## config.mk

```make
export PLATFORM = sky130hd
export DESIGN_NAME = input_pin_select_mux
export DESIGN_NICKNAME = d
export VERILOG_FILES = /design/src/hw/input_pin_select_mux.v
export VERILOG_INCLUDE_DIRS = /design/src /design/src/pkg
export SDC_FILE = /design/constraint.sdc
export NUM_CORES = 1
export LEC_CHECK = 0
export BUFFER_PORTS_ARGS = -buffer_cell sky130_fd_sc_hd__buf_2
export CAP_MARGIN = 5
export CORE_MARGIN = 2
export CORE_UTILIZATION = 45
export DETAILED_ROUTE_END_ITERATION = 10
export MAX_ROUTING_LAYER = met4
export SLEW_MARGIN = 0
export SYNTH_ARGS = -nofsm -noshare
export SYNTH_HDL_FRONTEND = slang
export SYNTH_SLANG_ARGS = --single-unit
```

## constraint.sdc

```tcl
create_clock -name pclk -period 3.8 [get_ports pclk]
set_clock_uncertainty 0.2 [all_clocks]
set_input_delay 0.95 -clock pclk [delete_from_list [all_inputs] [get_ports pclk]]
set_output_delay 0.95 -clock pclk [all_outputs]
set_load 0.005 [all_outputs]
```

## src/pkg/pin_select_consts.vh

```
// Register map and field constants for the input pin select multiplexer
`ifndef PIN_SELECT_CONSTS_VH
`define PIN_SELECT_CONSTS_VH

// Register byte offsets on the APB
`define OFS_UART1_RX     12'h000
`define OFS_UART2_RX     12'h004
`define OFS_SPI2_CLK_DAT 12'h008
`define OFS_SPI2_SEL     12'h00c
`define OFS_CAN_RX       12'h010
`define OFS_PWM_SYNC     12'h014
`define OFS_DTC_FIRST    12'h018
`define OFS_DTC_SEC_THI  12'h01c

// Select field placement
`define CODE_W           7
`define LOW_FIELD_LSB    0
`define HIGH_FIELD_LSB   8

// Byte lane strobes that guard each field
`define LOW_LANE         0
`define HIGH_LANE        1

// Source codes
`define CODE_GROUND      7'h00
`define CODE_COMPARATOR  7'h01
`define CODE_TOP_PIN     7'h79

// Field reset value
`define CODE_RESET       7'h00

// Number of remappable pins seen (index 0..121)
`define PIN_COUNT        122

`endif

```

## src/hw/input_pin_select_mux.v

```verilog
// Input side of the remappable peripheral pin multiplexer with APB registers
//
// How it works
// - First UART receive input follows the 7-bit code in bits 6-0.
// - Second UART receive input follows the 7-bit code in bits 6-0.
// - Second SPI clock input follows code in bits 14-8 of shared register.
// - Second SPI data input follows code in bits 6-0 of shared register.
// - Second SPI active-low select follows code in bits 6-0 of its register.
// - CAN receive input follows the 7-bit code in bits 6-0.
// - PWM sync input follows code in bits 14-8; bits 7-0 unused.
// - First dead-time compensation input follows code in bits 14-8.
// - Third dead-time compensation input follows bits 14-8 of shared register.
// - Second dead-time compensation input follows bits 6-0 of shared register.
// - Highest code 121 routes remappable input pin 121.
// - Code one routes comparator one output instead of a pin.
// - Code zero ties the routed input low.
// - Bits outside select fields are unimplemented and read zero.
// - Select fields are read/write and reset to zero.
`timescale 1ns/1ps
`include "pin_select_consts.vh"

module input_pin_select_mux (
  // APB slave
  input  wire        pclk,
  input  wire        presetn,
  input  wire        psel,
  input  wire        penable,
  input  wire        pwrite,
  input  wire [11:0] paddr,
  input  wire [31:0] pwdata,
  input  wire [3:0]  pstrb,
  output reg  [31:0] prdata,
  output wire        pready,
  output wire        pslverr,
  // Pin and comparator sources
  input  wire [`PIN_COUNT-1:0] remappable_pin,
  input  wire        comparator_one_output,
  // Routed peripheral inputs
  output reg         uart1_receive_input,
  output reg         uart2_receive_input,
  output reg         spi2_clock_input,
  output reg         spi2_data_input,
  output reg         spi2_select_input_n,
  output reg         can_receive_input,
  output reg         pwm_sync_input,
  output reg         deadtime_comp_first_input,
  output reg         deadtime_comp_second_input,
  output reg         deadtime_comp_third_input
);

  // Select fields
  reg [`CODE_W-1:0] uart1_receive_source_code;
  reg [`CODE_W-1:0] uart2_receive_source_code;
  reg [`CODE_W-1:0] spi2_clock_source_code;
  reg [`CODE_W-1:0] spi2_data_in_source_code;
  reg [`CODE_W-1:0] spi2_select_source_code;
  reg [`CODE_W-1:0] can_receive_source_code;
  reg [`CODE_W-1:0] pwm_sync_source_code;
  reg [`CODE_W-1:0] deadtime_comp_first_source;
  reg [`CODE_W-1:0] deadtime_comp_second_source;
  reg [`CODE_W-1:0] deadtime_comp_third_source;

  // Pins arrive asynchronously: three flops, a change taken once stages 2 and 3 agree
  reg  [`PIN_COUNT-1:0] pin_meta;
  reg  [`PIN_COUNT-1:0] pin_sync2;
  reg  [`PIN_COUNT-1:0] pin_sync3;
  reg  [`PIN_COUNT-1:0] pin_clean;
  reg  [2:0]            cmp_sync;
  reg                   cmp_clean;

  wire access    = psel & penable;
  wire wr_access = access & pwrite;
  wire mapped;

  assign pready  = 1'b1;
  assign pslverr = access & ~mapped;

  // Address decode, shared by writes and the error answer; reads decode paddr in their own case
  wire hit_uart1    = (paddr == `OFS_UART1_RX);
  wire hit_uart2    = (paddr == `OFS_UART2_RX);
  wire hit_spi2_cd  = (paddr == `OFS_SPI2_CLK_DAT);
  wire hit_spi2_sel = (paddr == `OFS_SPI2_SEL);
  wire hit_can      = (paddr == `OFS_CAN_RX);
  wire hit_sync     = (paddr == `OFS_PWM_SYNC);
  wire hit_dtc1     = (paddr == `OFS_DTC_FIRST);
  wire hit_dtc23    = (paddr == `OFS_DTC_SEC_THI);

  // Unmapped addresses answer with an error, writes to them are dropped
  assign mapped = hit_uart1 | hit_uart2 |
                  hit_spi2_cd | hit_spi2_sel |
                  hit_can | hit_sync |
                  hit_dtc1 | hit_dtc23;

  // Route one source from a code; undefined codes fall back to ground
  function route;
    input [`CODE_W-1:0]    code;
    input [`PIN_COUNT-1:0] pins;
    input                  cmp;
    begin
      if (code == `CODE_GROUND) begin
        route = 1'b0;
      end else if (code == `CODE_COMPARATOR) begin
        route = cmp;
      end else if (code <= `CODE_TOP_PIN) begin
        route = pins[code];
      end else begin
        route = 1'b0;
      end
    end
  endfunction

  // Place a code into a 32-bit read word at a field position
  function [31:0] low_field;
    input [`CODE_W-1:0] code;
    begin
      low_field = {25'h0000000, code} << `LOW_FIELD_LSB;
    end
  endfunction

  function [31:0] high_field;
    input [`CODE_W-1:0] code;
    begin
      high_field = {25'h0000000, code} << `HIGH_FIELD_LSB;
    end
  endfunction

  // Pin synchronisers; a level is taken once stages two and three agree
  always @(posedge pclk or negedge presetn) begin
    if (!presetn) begin
      pin_meta  <= {`PIN_COUNT{1'b0}};
      pin_sync2 <= {`PIN_COUNT{1'b0}};
      pin_sync3 <= {`PIN_COUNT{1'b0}};
      pin_clean <= {`PIN_COUNT{1'b0}};
    end else begin
      pin_meta  <= remappable_pin;
      pin_sync2 <= pin_meta;
      pin_sync3 <= pin_sync2;
      pin_clean <= (pin_sync2 & pin_sync3) | (pin_clean & (pin_sync2 | pin_sync3));
    end
  end

  // Comparator output is asynchronous to pclk as well
  always @(posedge pclk or negedge presetn) begin
    if (!presetn) begin
      cmp_sync  <= 3'h0;
      cmp_clean <= 1'b0;
    end else begin
      cmp_sync <= {cmp_sync[1:0], comparator_one_output};
      // A single disagreeing sample holds the old level
      if (cmp_sync[1] == cmp_sync[2]) begin
        cmp_clean <= cmp_sync[2];
      end
    end
  end

  // Write enables per register; the field's byte lane must be strobed too
  wire wr_uart1    = wr_access & hit_uart1;
  wire wr_uart2    = wr_access & hit_uart2;
  wire wr_spi2_cd  = wr_access & hit_spi2_cd;
  wire wr_spi2_sel = wr_access & hit_spi2_sel;
  wire wr_can      = wr_access & hit_can;
  wire wr_sync     = wr_access & hit_sync;
  wire wr_dtc1     = wr_access & hit_dtc1;
  wire wr_dtc23    = wr_access & hit_dtc23;

  always @(posedge pclk or negedge presetn) begin
    if (!presetn) begin
      uart1_receive_source_code <= `CODE_RESET;
    end else if (wr_uart1 && pstrb[`LOW_LANE]) begin
      uart1_receive_source_code <= pwdata[`LOW_FIELD_LSB +: `CODE_W];
    end
  end

  always @(posedge pclk or negedge presetn) begin
    if (!presetn) begin
      uart2_receive_source_code <= `CODE_RESET;
    end else if (wr_uart2 && pstrb[`LOW_LANE]) begin
      uart2_receive_source_code <= pwdata[`LOW_FIELD_LSB +: `CODE_W];
    end
  end

  // Clock and data share one register; each lane writes only its own field
  always @(posedge pclk or negedge presetn) begin
    if (!presetn) begin
      spi2_clock_source_code <= `CODE_RESET;
    end else if (wr_spi2_cd && pstrb[`HIGH_LANE]) begin
      spi2_clock_source_code <= pwdata[`HIGH_FIELD_LSB +: `CODE_W];
    end
  end

  always @(posedge pclk or negedge presetn) begin
    if (!presetn) begin
      spi2_data_in_source_code <= `CODE_RESET;
    end else if (wr_spi2_cd && pstrb[`LOW_LANE]) begin
      spi2_data_in_source_code <= pwdata[`LOW_FIELD_LSB +: `CODE_W];
    end
  end

  always @(posedge pclk or negedge presetn) begin
    if (!presetn) begin
      spi2_select_source_code <= `CODE_RESET;
    end else if (wr_spi2_sel && pstrb[`LOW_LANE]) begin
      spi2_select_source_code <= pwdata[`LOW_FIELD_LSB +: `CODE_W];
    end
  end

  always @(posedge pclk or negedge presetn) begin
    if (!presetn) begin
      can_receive_source_code <= `CODE_RESET;
    end else if (wr_can && pstrb[`LOW_LANE]) begin
      can_receive_source_code <= pwdata[`LOW_FIELD_LSB +: `CODE_W];
    end
  end

  // The low byte of this register holds nothing, so its lane is ignored
  always @(posedge pclk or negedge presetn) begin
    if (!presetn) begin
      pwm_sync_source_code <= `CODE_RESET;
    end else if (wr_sync && pstrb[`HIGH_LANE]) begin
      pwm_sync_source_code <= pwdata[`HIGH_FIELD_LSB +: `CODE_W];
    end
  end

  always @(posedge pclk or negedge presetn) begin
    if (!presetn) begin
      deadtime_comp_first_source <= `CODE_RESET;
    end else if (wr_dtc1 && pstrb[`HIGH_LANE]) begin
      deadtime_comp_first_source <= pwdata[`HIGH_FIELD_LSB +: `CODE_W];
    end
  end

  always @(posedge pclk or negedge presetn) begin
    if (!presetn) begin
      deadtime_comp_third_source <= `CODE_RESET;
    end else if (wr_dtc23 && pstrb[`HIGH_LANE]) begin
      deadtime_comp_third_source <= pwdata[`HIGH_FIELD_LSB +: `CODE_W];
    end
  end

  always @(posedge pclk or negedge presetn) begin
    if (!presetn) begin
      deadtime_comp_second_source <= `CODE_RESET;
    end else if (wr_dtc23 && pstrb[`LOW_LANE]) begin
      deadtime_comp_second_source <= pwdata[`LOW_FIELD_LSB +: `CODE_W];
    end
  end

  // Read words; every bit outside a field is zero
  wire [31:0] word_uart1    = low_field(uart1_receive_source_code);
  wire [31:0] word_uart2    = low_field(uart2_receive_source_code);
  wire [31:0] word_spi2_cd  = high_field(spi2_clock_source_code) |
                              low_field(spi2_data_in_source_code);
  wire [31:0] word_spi2_sel = low_field(spi2_select_source_code);
  wire [31:0] word_can      = low_field(can_receive_source_code);
  wire [31:0] word_sync     = high_field(pwm_sync_source_code);
  wire [31:0] word_dtc1     = high_field(deadtime_comp_first_source);
  wire [31:0] word_dtc23    = high_field(deadtime_comp_third_source) |
                              low_field(deadtime_comp_second_source);

  // Zero wait states: the word must be ready within the access cycle
  always @* begin
    case (paddr)
      `OFS_UART1_RX:     prdata = word_uart1;
      `OFS_UART2_RX:     prdata = word_uart2;
      `OFS_SPI2_CLK_DAT: prdata = word_spi2_cd;
      `OFS_SPI2_SEL:     prdata = word_spi2_sel;
      `OFS_CAN_RX:       prdata = word_can;
      `OFS_PWM_SYNC:     prdata = word_sync;
      `OFS_DTC_FIRST:    prdata = word_dtc1;
      `OFS_DTC_SEC_THI:  prdata = word_dtc23;
      default:           prdata = 32'h00000000;
    endcase
  end

  // Selected levels; one flop stage follows so a code change cannot glitch
  wire next_uart1_receive_input = route(uart1_receive_source_code, pin_clean, cmp_clean);
  wire next_uart2_receive_input = route(uart2_receive_source_code, pin_clean, cmp_clean);
  wire next_spi2_clock_input    = route(spi2_clock_source_code, pin_clean, cmp_clean);
  wire next_spi2_data_input     = route(spi2_data_in_source_code, pin_clean, cmp_clean);
  wire next_spi2_select_input_n = route(spi2_select_source_code, pin_clean, cmp_clean);
  wire next_can_receive_input   = route(can_receive_source_code, pin_clean, cmp_clean);
  wire next_pwm_sync_input      = route(pwm_sync_source_code, pin_clean, cmp_clean);
  wire next_deadtime_comp_first_input  = route(deadtime_comp_first_source, pin_clean,
                                               cmp_clean);
  wire next_deadtime_comp_second_input = route(deadtime_comp_second_source, pin_clean,
                                               cmp_clean);
  wire next_deadtime_comp_third_input  = route(deadtime_comp_third_source, pin_clean,
                                               cmp_clean);

  always @(posedge pclk or negedge presetn) begin
    if (!presetn) begin
      uart1_receive_input <= 1'b0;
    end else begin
      uart1_receive_input <= next_uart1_receive_input;
    end
  end

  always @(posedge pclk or negedge presetn) begin
    if (!presetn) begin
      uart2_receive_input <= 1'b0;
    end else begin
      uart2_receive_input <= next_uart2_receive_input;
    end
  end

  always @(posedge pclk or negedge presetn) begin
    if (!presetn) begin
      spi2_clock_input <= 1'b0;
    end else begin
      spi2_clock_input <= next_spi2_clock_input;
    end
  end

  always @(posedge pclk or negedge presetn) begin
    if (!presetn) begin
      spi2_data_input <= 1'b0;
    end else begin
      spi2_data_input <= next_spi2_data_input;
    end
  end

  // Select is routed as-is; a ground code leaves the slave selected
  always @(posedge pclk or negedge presetn) begin
    if (!presetn) begin
      spi2_select_input_n <= 1'b0;
    end else begin
      spi2_select_input_n <= next_spi2_select_input_n;
    end
  end

  always @(posedge pclk or negedge presetn) begin
    if (!presetn) begin
      can_receive_input <= 1'b0;
    end else begin
      can_receive_input <= next_can_receive_input;
    end
  end

  always @(posedge pclk or negedge presetn) begin
    if (!presetn) begin
      pwm_sync_input <= 1'b0;
    end else begin
      pwm_sync_input <= next_pwm_sync_input;
    end
  end

  always @(posedge pclk or negedge presetn) begin
    if (!presetn) begin
      deadtime_comp_first_input <= 1'b0;
    end else begin
      deadtime_comp_first_input <= next_deadtime_comp_first_input;
    end
  end

  always @(posedge pclk or negedge presetn) begin
    if (!presetn) begin
      deadtime_comp_second_input <= 1'b0;
    end else begin
      deadtime_comp_second_input <= next_deadtime_comp_second_input;
    end
  end

  always @(posedge pclk or negedge presetn) begin
    if (!presetn) begin
      deadtime_comp_third_input <= 1'b0;
    end else begin
      deadtime_comp_third_input <= next_deadtime_comp_third_input;
    end
  end

endmodule

```

==> results.toml, run 1 <==
[run_status]
run_status = "finished clean"

[synthesis]
synth_edf_count = 0
synth_ff_type = "dfrtp_1"
yosysWarningCount = 0
postSynthAreaPerCell_um2 = 14.4
synthArstFlopShare_pct = 100
seq_area_frac_synth_pct = 50.6
netlist_instances = 1966
syn_area_um2 = 28300
ys_types = 69
ys_seq_elements = 572

[floorplan]
core-area_um2 = 61900
rows = 91
die_h_um = 255
initial_core_util_pct = 45.7
die_w_um = 255
dieArea_um2 = 64900
ios = 220

[worst_setup_path]
critPathMaxStageDelay_ns = 0.31
worstPathRequired_ns = 2.65
cp-startpoint = "paddr[9]"
r2r_start = "uart2_receive_source_code[0]$_DFFE_PN0P_"
crit_path_max_fanout = 7
r2r_slack_ns = 0.48
path_buf_inv = 3
reg2regPathDepth = 6
arrival_ns = 2.54
path_common_cell = "buf_2"
crit_path_end = "prdata[6]"
worstSetupPathDepth = 8
worst_path_max_delay_cell = "nor4_4"
critPathKind = "in2out"
crit_family = "simple AND/OR/NAND/NOR gates"
start_kind = "input pin"
endpoint_kind = "output pin"
cp_cell_sequence = "buf_2 -> nor4_4 -> nand3_2 -> nor3_2 -> buf_4 -> a22oi_1 -> nand3_1 -> buf_2"
rr_endpoint = "uart2_receive_input$_DFF_PN0_"

[power]
power_mw = 14.4
internal_power_mw = 10.8
power_density_nw_per_um2 = 442
combinationalPowerShare_pct = 8.8
switchingPower_mw = 3.56
irDropWorstVdd_mv = 0.440
p_leak_nw = 12.7
clock_power_share_pct = 42.6
switching_share_pct = 24.8
sequentialPowerShare_pct = 48.7

[routing]
ant_nets = 0
vias = 19140
routedWlPerCell_um = 32.3
drt_iter0_markers = 1925
firstDrtPassIters = 6
drc = 0
wl_mm = 96.0
viasPerCell = 6.44

[placement]
io_buffers = 180
pre_cts_slack_ns = -0.0798
post-dp-hpwl_mm = 68.5
gp_congestion = 1.01

[cts]
htreeDepth = 2
numClockSinks = 572
cts.path.max_buffers = 3
numCtsBuffers = 57
path_clk_slew_ns = 0.06
root_buffer = "clkbuf_16"
cts_setup_buffers = 0
cts_tree = "built"
clock_latency_ns = 0.63
cts_hold_buf = 0

[sta]
period_share_pct = 97.2
hold_viol_final = 0
final.setup.tns_ns = 0
min_period_ns = 3.69
fmax_mhz = 271
rsz0062_at_grt = "false"
worst_pin_slew_ns = 1.27
fin_ws_ns = 0.107
slew_viol_final = 0
setup-violations-final = 0
slew-limit-headroom_pct = 15.5

[worst_hold_path]
holdCritStartpoint = "pin_meta[64]$_DFF_PN0_"
min_path_type = "reg2reg"

[layout]
layout_commonest_cell = "dfrtp_1"
most-common-layout-cells = "dfrtp_1 (561), mux4_2 (281), buf_2 (179), maj3_1 (123), buf_4 (121)"
layout.nets = 2259
syn_to_final_growth_pct = 14.8
drive_gt1_share_pct = 38.4
nFillCells = 5224

[job]
drv_cap = 0

[grt]
grt_first_pass_wirelength_mm = 138
grt_max_degree = 103
grt_use_total_pct = 31.0
grt_pass1_vias = 19156
antenna_found_initial = 4
gr-total-overflow = 0
-- state kept, by name, summed over array words and instances (netlist names), 3 cells and up --
register	flops
deadtime_comp_second_source	7
spi2_data_in_source_code	7
uart2_receive_source_code	7
pin_meta	122
cmp_sync	3
spi2_select_source_code	7
pin_sync2	122
pin_clean	122
pwm_sync_source_code	7
spi2_clock_source_code	7
deadtime_comp_first_source	7
can_receive_source_code	7
pin_sync3	122
uart1_receive_source_code	7
deadtime_comp_third_source	7
-- cell type report --
class	count	area [µm²]	area share, %
well taps	837	1050	3.22
inverters	14	52.6	0.162
repair buffers	318	2160	6.65
clock buffers	69	1550	4.78
diodes	3	7.51	0.0231
flip-flops and latches	572	14300	44.1
multi-input cells	1120	12800	39.4
clock inverters	39	557	1.71
-- per-layer routing --
layer  wire [µm]  part of all wire [%]  global-route usage (%)  vias up
met5           0                     0                       -        -
li1            -                     -                       -     7727
met1       39000                    41                    43.1    10050
met4        3660                   3.8                    10.4        0
met2       43400                    45                    44.8     1170
met3        9880                    10                    7.93      193
-- power groups by stage --
stage	Sequential, mW	Combinational [mW]	Clock [mW]
3_5_place_dp	7.08	1.24	0
3_3_place_gp	7.06	1.23	0
2_1_floorplan	6.64	0.974	0
6_report	6.99	1.26	6.11
4_1_cts	6.97	1.25	6.28
5_1_grt	7.02	1.35	6.53
-- cell families after synthesis --
family          share of synthesized area, %
flops                                   50.6
mux                                     29.2
buf+inv                                 4.63
simple gates                            5.13
compound gates                          6.08
fa+ha+maj                               4.35
other cells                           0.0265
-- worst min-delay path by stage --
stage	end	depth (start not counted)	slack (ns)
floorplan	cmp_sync[1]$_DFF_PN0_	0	0.13
global placement	pin_sync2[41]$_DFF_PN0_	0	0.13
detailed placement	pin_sync2[119]$_DFF_PN0_	0	0.13
CTS	pin_sync2[35]$_DFF_PN0_	0	0.14
global route	pin_sync2[35]$_DFF_PN0_	0	0.15
finish	pin_sync2[64]$_DFF_PN0_	0	0.14
-- what timing repair did --
item,in CTS,in global routing
gates resized for setup,1,7
pin swaps,0,1
endpoints found under the setup margin,9,14
cloned,0,0
-- through the flow --
stage          std cells  instance area [µm²]  hold slack [ns]  utilization [%]
5_1_grt             2971                32500            0.146             52.4
6_report            2972                32500            0.143             52.4
3_5_place_dp        2861                30300            0.135             49.0
3_3_place_gp        2861                30300            0.132             49.0
4_1_cts             2969                32400            0.145             52.4
2_1_floorplan       1983                28400            0.131                -
-- cell usage after synthesis, types with 6 or more instances --
| library cell | n | area [µm²] |
|---|---|---|
| nor3_1 | 19 | 95.1 |
| dfrtp_1 | 572 | 14300 |
| buf_4 | 32 | 240 |
| buf_2 | 49 | 245 |
| a211oi_1 | 14 | 105 |
| mux2_2 | 88 | 991 |
| mux2i_1 | 82 | 821 |
| nor2b_1 | 25 | 156 |
| a21oi_1 | 26 | 130 |
| clkbuf_1 | 177 | 664 |
| a22o_1 | 9 | 78.8 |
| nand3_1 | 30 | 150 |
| mux4_2 | 281 | 6330 |
| nand3b_1 | 8 | 60.1 |
| a22oi_1 | 61 | 458 |
| nand2_1 | 81 | 304 |
| nor2_1 | 48 | 180 |
| o2111ai_1 | 7 | 61.3 |
| buf_1 | 14 | 52.6 |
| inv_1 | 14 | 52.6 |
| a2111oi_0 | 8 | 70.1 |
| maj3_1 | 123 | 1230 |
| o211ai_1 | 7 | 52.6 |
| o31ai_1 | 7 | 52.6 |
| a31oi_1 | 14 | 87.6 |
| o22ai_1 | 9 | 56.3 |
| nor4_1 | 9 | 56.3 |
| o21ai_0 | 34 | 170 |
| nand4_1 | 15 | 93.8 |
| nor3b_1 | 6 | 45.0 |
Power figures use the tool's default switching activity.
==> run 2: changes to the inputs <==
--- a/constraint.sdc
+++ b/constraint.sdc
@@ -3,3 +3,3 @@
 set_input_delay 0.95 -clock pclk [delete_from_list [all_inputs] [get_ports pclk]]
 set_output_delay 0.95 -clock pclk [all_outputs]
-set_load 0.005 [all_outputs]
+set_load 0.05 [all_outputs]
==> run 2 against run 1 <==
  * Sequential power decreased by 0.6%
  * Utilization grew 0.069 points
  * Clock-buffer cell count grew 8
  * Flip-flop and latch count is the same
  * Combinational power rose by 7%
  * Non-clock buffer count increased by 17
  * Wire length is 3.7% lower
==> results.toml, run 2 (synthesized netlist as in run 1, its figures left out) <==
[worst_setup_path]
worstPathRequired_ns = 2.65
r2r_slack_ns = 0.35
crit_path_end = "prdata[3]"
rr_endpoint = "deadtime_comp_third_input$_DFF_PN0_"
cp_cell_sequence = "buf_2 -> nor4_4 -> and3_1 -> nand2_1 -> nor3_2 -> buf_4 -> a22oi_1 -> nand3_2 -> buf_12"
crit_family = "simple AND/OR/NAND/NOR gates"
r2r_start = "deadtime_comp_third_source[1]$_DFFE_PN0P_"
crit_path_max_fanout = 7
reg2regPathDepth = 7
critPathMaxStageDelay_ns = 0.27
critPathKind = "in2out"
path_buf_inv = 3
worst_path_max_delay_cell = "nor4_4"
worstSetupPathDepth = 9
cp-startpoint = "paddr[9]"
arrival_ns = 2.55
endpoint_kind = "output pin"
start_kind = "input pin"

[cts]
cts.path.max_buffers = 3
numClockSinks = 572
numCtsBuffers = 56
cts_tree = "built"
clock_latency_ns = 0.63
path_clk_slew_ns = 0.06
root_buffer = "clkbuf_16"
htreeDepth = 2

[power]
power_mw = 14.1
p_leak_nw = 12.8
power_density_nw_per_um2 = 433
clock_power_share_pct = 41.0
internal_power_mw = 10.6
sequentialPowerShare_pct = 49.4
irDropWorstVdd_mv = 0.384
combinationalPowerShare_pct = 9.6
switching_share_pct = 24.8
switchingPower_mw = 3.49

[sta]
hold_viol_final = 0
fin_ws_ns = 0.0983
hold_ws_ns = 0.0984
slew_viol_final = 0
period_share_pct = 97.4
setup-violations-final = 0
worst_pin_slew_ns = 1.10
rsz0062_at_grt = "false"
slew-limit-headroom_pct = 26.4
fmax_mhz = 270
min_period_ns = 3.70

[floorplan]
die_w_um = 255
rows = 91
ios = 220
core-area_um2 = 61900
dieArea_um2 = 64900
die_h_um = 255
initial_core_util_pct = 45.7

[grt]
grt_first_pass_wirelength_mm = 135
antenna_found_initial = 7
grt_pass1_vias = 18919
gr-total-overflow = 0
grt_max_degree = 81
grt_use_total_pct = 29.9

[placement]
io_buffers = 180
gp_congestion = 1.01
post-dp-hpwl_mm = 66.1
pre_cts_slack_ns = -0.0811
dp_cells = 2877

[layout]
layout.nets = 2275
multi_input_area_um2 = 12800
utilization_pct = 52.5
nFillCells = 5204
fin_cells = 2985
register_area_um2 = 14300
layout_commonest_cell = "dfrtp_1"
syn_to_final_growth_pct = 14.9
drive_gt1_share_pct = 39.1
most-common-layout-cells = "dfrtp_1 (564), mux4_2 (281), buf_2 (168), buf_4 (145), maj3_1 (123)"

[routing]
wl_mm = 92.4
drt_iter0_markers = 2194
viasPerCell = 6.40
drc = 0
vias = 19097
firstDrtPassIters = 6
ant_nets = 0
routedWlPerCell_um = 31.0

[worst_hold_path]
min_path_type = "in2async"

[run_status]
run_status = "finished clean"

[job]
drv_cap = 0
-- run 2: cell types whose count changed in the layout (fill, tap and decap cells not counted), sizes merged --
cell / delta
clkbuf: +12
bufinv: -4
buf: +13
clkinvlp: -6
clkinv: -2
-- run 2: what timing repair did --
item | 4_1_cts | 5_1_grt
gates resized for setup | 4 | 11
hold buffers | 0 | 0
setup endpoints to repair | 4 | 14
pin swaps | 1 | 2
buffers inserted | 0 | 1
-- run 2: worst register-to-register path, cell delays in order, from the launching register on --
cell	delay (ns)
dfrtp_1	0.71
buf_4	0.33
nor2b_1	0.15
a22o_1	0.24
a2111oi_0	0.61
a211o_1	0.20
nand4_1	0.08
nor3_1	0.72
-- run 2: per-layer routing --
metal | vias up | share of wire, % | GRT usage [%]
li1 | 7766 | - | -
met4 | 0 | 4.0 | 10.8
met3 | 201 | 11 | 6.90
met1 | 10003 | 41 | 42.0
met2 | 1127 | 45 | 42.8
met5 | - | 0 | -
-- run 2: metrics by stage --
stage / area (µm²) / TNS [ns]
2_1_floorplan: 28400 / 0
3_3_place_gp: 30500 / 0
3_5_place_dp: 30500 / -0.145
4_1_cts: 32500 / 0
5_1_grt: 32500 / 0
6_report: 32500 / 0
-- run 2: how the worst min path moves through the flow --
stage          depth (start not counted)                     from                        to  slack [ns]
6_report                               1                  presetn    pin_meta[94]$_DFF_PN0_         0.1
3_3_place_gp                           0   pin_meta[42]$_DFF_PN0_   pin_sync2[42]$_DFF_PN0_        0.13
2_1_floorplan                          0    cmp_sync[0]$_DFF_PN0_     cmp_sync[1]$_DFF_PN0_        0.13
4_1_cts                                1                  presetn    pin_meta[94]$_DFF_PN0_        0.11
3_5_place_dp                           0  pin_meta[112]$_DFF_PN0_  pin_sync2[112]$_DFF_PN0_        0.13
5_1_grt                                1                  presetn    pin_meta[94]$_DFF_PN0_        0.13
-- run 2: power groups by stage --
stage | Combinational, mW | Sequential (mW) | Clock (mW)
after global placement | 1.31 | 7.02 | 0
final | 1.35 | 6.95 | 5.78
after global routing | 1.43 | 6.98 | 6.17
after detailed placement | 1.33 | 7.04 | 0
after floorplan | 1.01 | 6.66 | 0
after CTS | 1.34 | 6.93 | 5.93
-- run 2: cell type report --
type / instances / area share [%]
antenna: 3 / 0.0231
clock buffer: 77 / 4.98
clock inverter: 27 / 1.07
inverter: 14 / 0.162
multi-input combinational: 1120 / 39.5
sequential: 572 / 44.0
tap: 837 / 3.22
timing repair buffer: 335 / 7.06
==> run 3: changes to the inputs <==
BUFFER_PORTS_ARGS = -buffer_cell sky130_fd_sc_hd__buf_4   (was -buffer_cell sky130_fd_sc_hd__buf_2)
PLACE_DENSITY = 0.65   (was not set)
clock period = 3.4 ns   (was 3.8 ns; I/O delays follow)
==> run 3 against run 2 <==
  * Clock-buffer cell count decreased by 4
  * Flip-flop and latch count stayed put
  * Combinational power up 19%
  * Sequential power rose by 12%
  * Setup slack got worse by 0.056 ns
  * Highest routed layer unchanged
  * Non-clock buffer count grew 29
==> results.toml, run 3 (synthesized netlist as in run 1, its figures left out) <==
[worst_setup_path]
rr_endpoint = "can_receive_input$_DFF_PN0_"
endpoint_kind = "output pin"
worstPathRequired_ns = 2.35
arrival_ns = 2.31
r2r_slack_ns = 0.32
start_kind = "input pin"
crit_path_max_fanout = 8
critPathKind = "in2out"
reg2regPathDepth = 8
r2r_start = "can_receive_source_code[1]$_DFFE_PN0P_"

[layout]
layout_commonest_cell = "dfrtp_1"
syn_to_final_growth_pct = 18.8
most-common-layout-cells = "dfrtp_1 (566), buf_4 (312), mux4_2 (281), maj3_1 (123), mux2_2 (88)"
fin_cells = 3017
multi_input_area_um2 = 12900
layout.nets = 2306
drive_gt1_share_pct = 40.0
register_area_um2 = 14300
nFillCells = 5107

[sta]
hold_viol_final = 0
fin_ws_ns = 0.0427
slew_viol_final = 0
rsz0062_at_grt = "true"
min_period_ns = 3.36
fmax_mhz = 298
period_share_pct = 98.7
worst_pin_slew_ns = 1.09
slew-limit-headroom_pct = 27.6
setup-violations-final = 0

[power]
p_leak_nw = 13.2
irDropWorstVdd_mv = 0.621
power_density_nw_per_um2 = 482

[floorplan]
core-area_um2 = 61900
dieArea_um2 = 64900
initial_core_util_pct = 45.7
rows = 91
die_w_um = 255
die_h_um = 255
ios = 220

[routing]
drc = 0
viasPerCell = 6.45
routedWlPerCell_um = 31.5
drt_iter0_markers = 2209
firstDrtPassIters = 6
ant_nets = 0
vias = 19461
wl_mm = 95.1

[grt]
gr-total-overflow = 0
grt_pass1_vias = 19554
grt_use_total_pct = 30.6
grt_first_pass_wirelength_mm = 138
grt_max_degree = 100
antenna_found_initial = 3

[cts]
numClockSinks = 572
clock_latency_ns = 0.64
root_buffer = "clkbuf_16"
path_clk_slew_ns = 0.06
cts_tree = "built"
numCtsBuffers = 58
htreeDepth = 2
cts.path.max_buffers = 3

[worst_hold_path]
worstHoldEndpoint = "pin_meta[52]$_DFF_PN0_"
holdPathStages = 1
min_path_type = "in2reg"
holdCritStartpoint = "remappable_pin[52]"

[run_status]
run_status = "finished clean"

[placement]
post-dp-hpwl_mm = 67.7
pre_cts_slack_ns = -0.205
dp_cells = 2903
io_buffers = 180
gp_congestion = 1.06

[job]
drv_cap = 0
## run 3: what timing repair did
item / in CTS / in global routing
pin swaps: 4 / 9
resized for setup: 29 / 13
setup endpoints to repair: 14 / 14
buffers inserted: 3 / 0
gates cloned: 0 / 0
endpoints found under the hold margin: 54 / 0
hold buffers: 1 / 0
## run 3: metrics by stage
| stage | power [mW] | utilization [%] | TNS, ns | instance area (µm²) | hold WS (ns) |
|---|---|---|---|---|---|
| finish | 16.2 | 54.3 | 0 | 33600 | 0.115 |
| global route | 16.8 | 54.3 | -0.0956 | 33600 | 0.0873 |
| CTS | 16.3 | 54.2 | 0 | 33600 | 0.0794 |
| detailed placement | 9.44 | 50.5 | -2.20 | 31300 | 0.135 |
| global placement | 9.40 | 50.5 | -2.16 | 31300 | 0.132 |
| floorplan | 8.58 | - | -0.00601 | 28400 | 0.131 |
## run 3: layout make-up
cell class                      count  area share (%)
Clock inverter                     35            1.56
Sequential cell                   572            42.6
Inverter                           14           0.156
Tap cell                          837            3.11
Clock buffer                       73            4.69
Timing Repair Buffer              364            9.55
Multi-Input combinational cell   1120            38.3
Antenna cell                        2          0.0149
## run 3: critical path: stages
cell and delay (ns):
buf_4 0.12, nor4_4 0.27, nand3_1 0.12, buf_6 0.17
nor4_4 0.18, buf_6 0.19, a22oi_1 0.10, nand3_2 0.15
buf_8 0.16
## run 3: how the worst max path moves through the flow
stage	slack, ns	from	end
2_1_floorplan	-0.003	paddr[9]	prdata[3]
6_report	0.04	paddr[9]	prdata[4]
5_1_grt	-0.02	paddr[5]	prdata[4]
3_3_place_gp	-0.21	paddr[9]	prdata[11]
4_1_cts	0.005	paddr[9]	prdata[5]
3_5_place_dp	-0.20	paddr[9]	prdata[11]
## run 3: routing by layer
layer  up-vias  part of all wire, %  wire length (µm)  global-route usage [%]
li1       7841                    -                 -                       -
met1     10271                   40             38300                    42.4
met2      1180                   46             43500                    44.5
met3       169                   11              9990                    7.57
met4         0                  3.5              3330                    10.5
met5         -                    0                 0                       -
## run 3: power breakdown
| group | internal (mW) | switching, mW |
|---|---|---|
| Sequential | 7.18 | 0.579 |
| Clock | 4.09 | 2.76 |
| Combinational | 0.851 | 0.762 |
| Total | 12.1 | 4.10 |
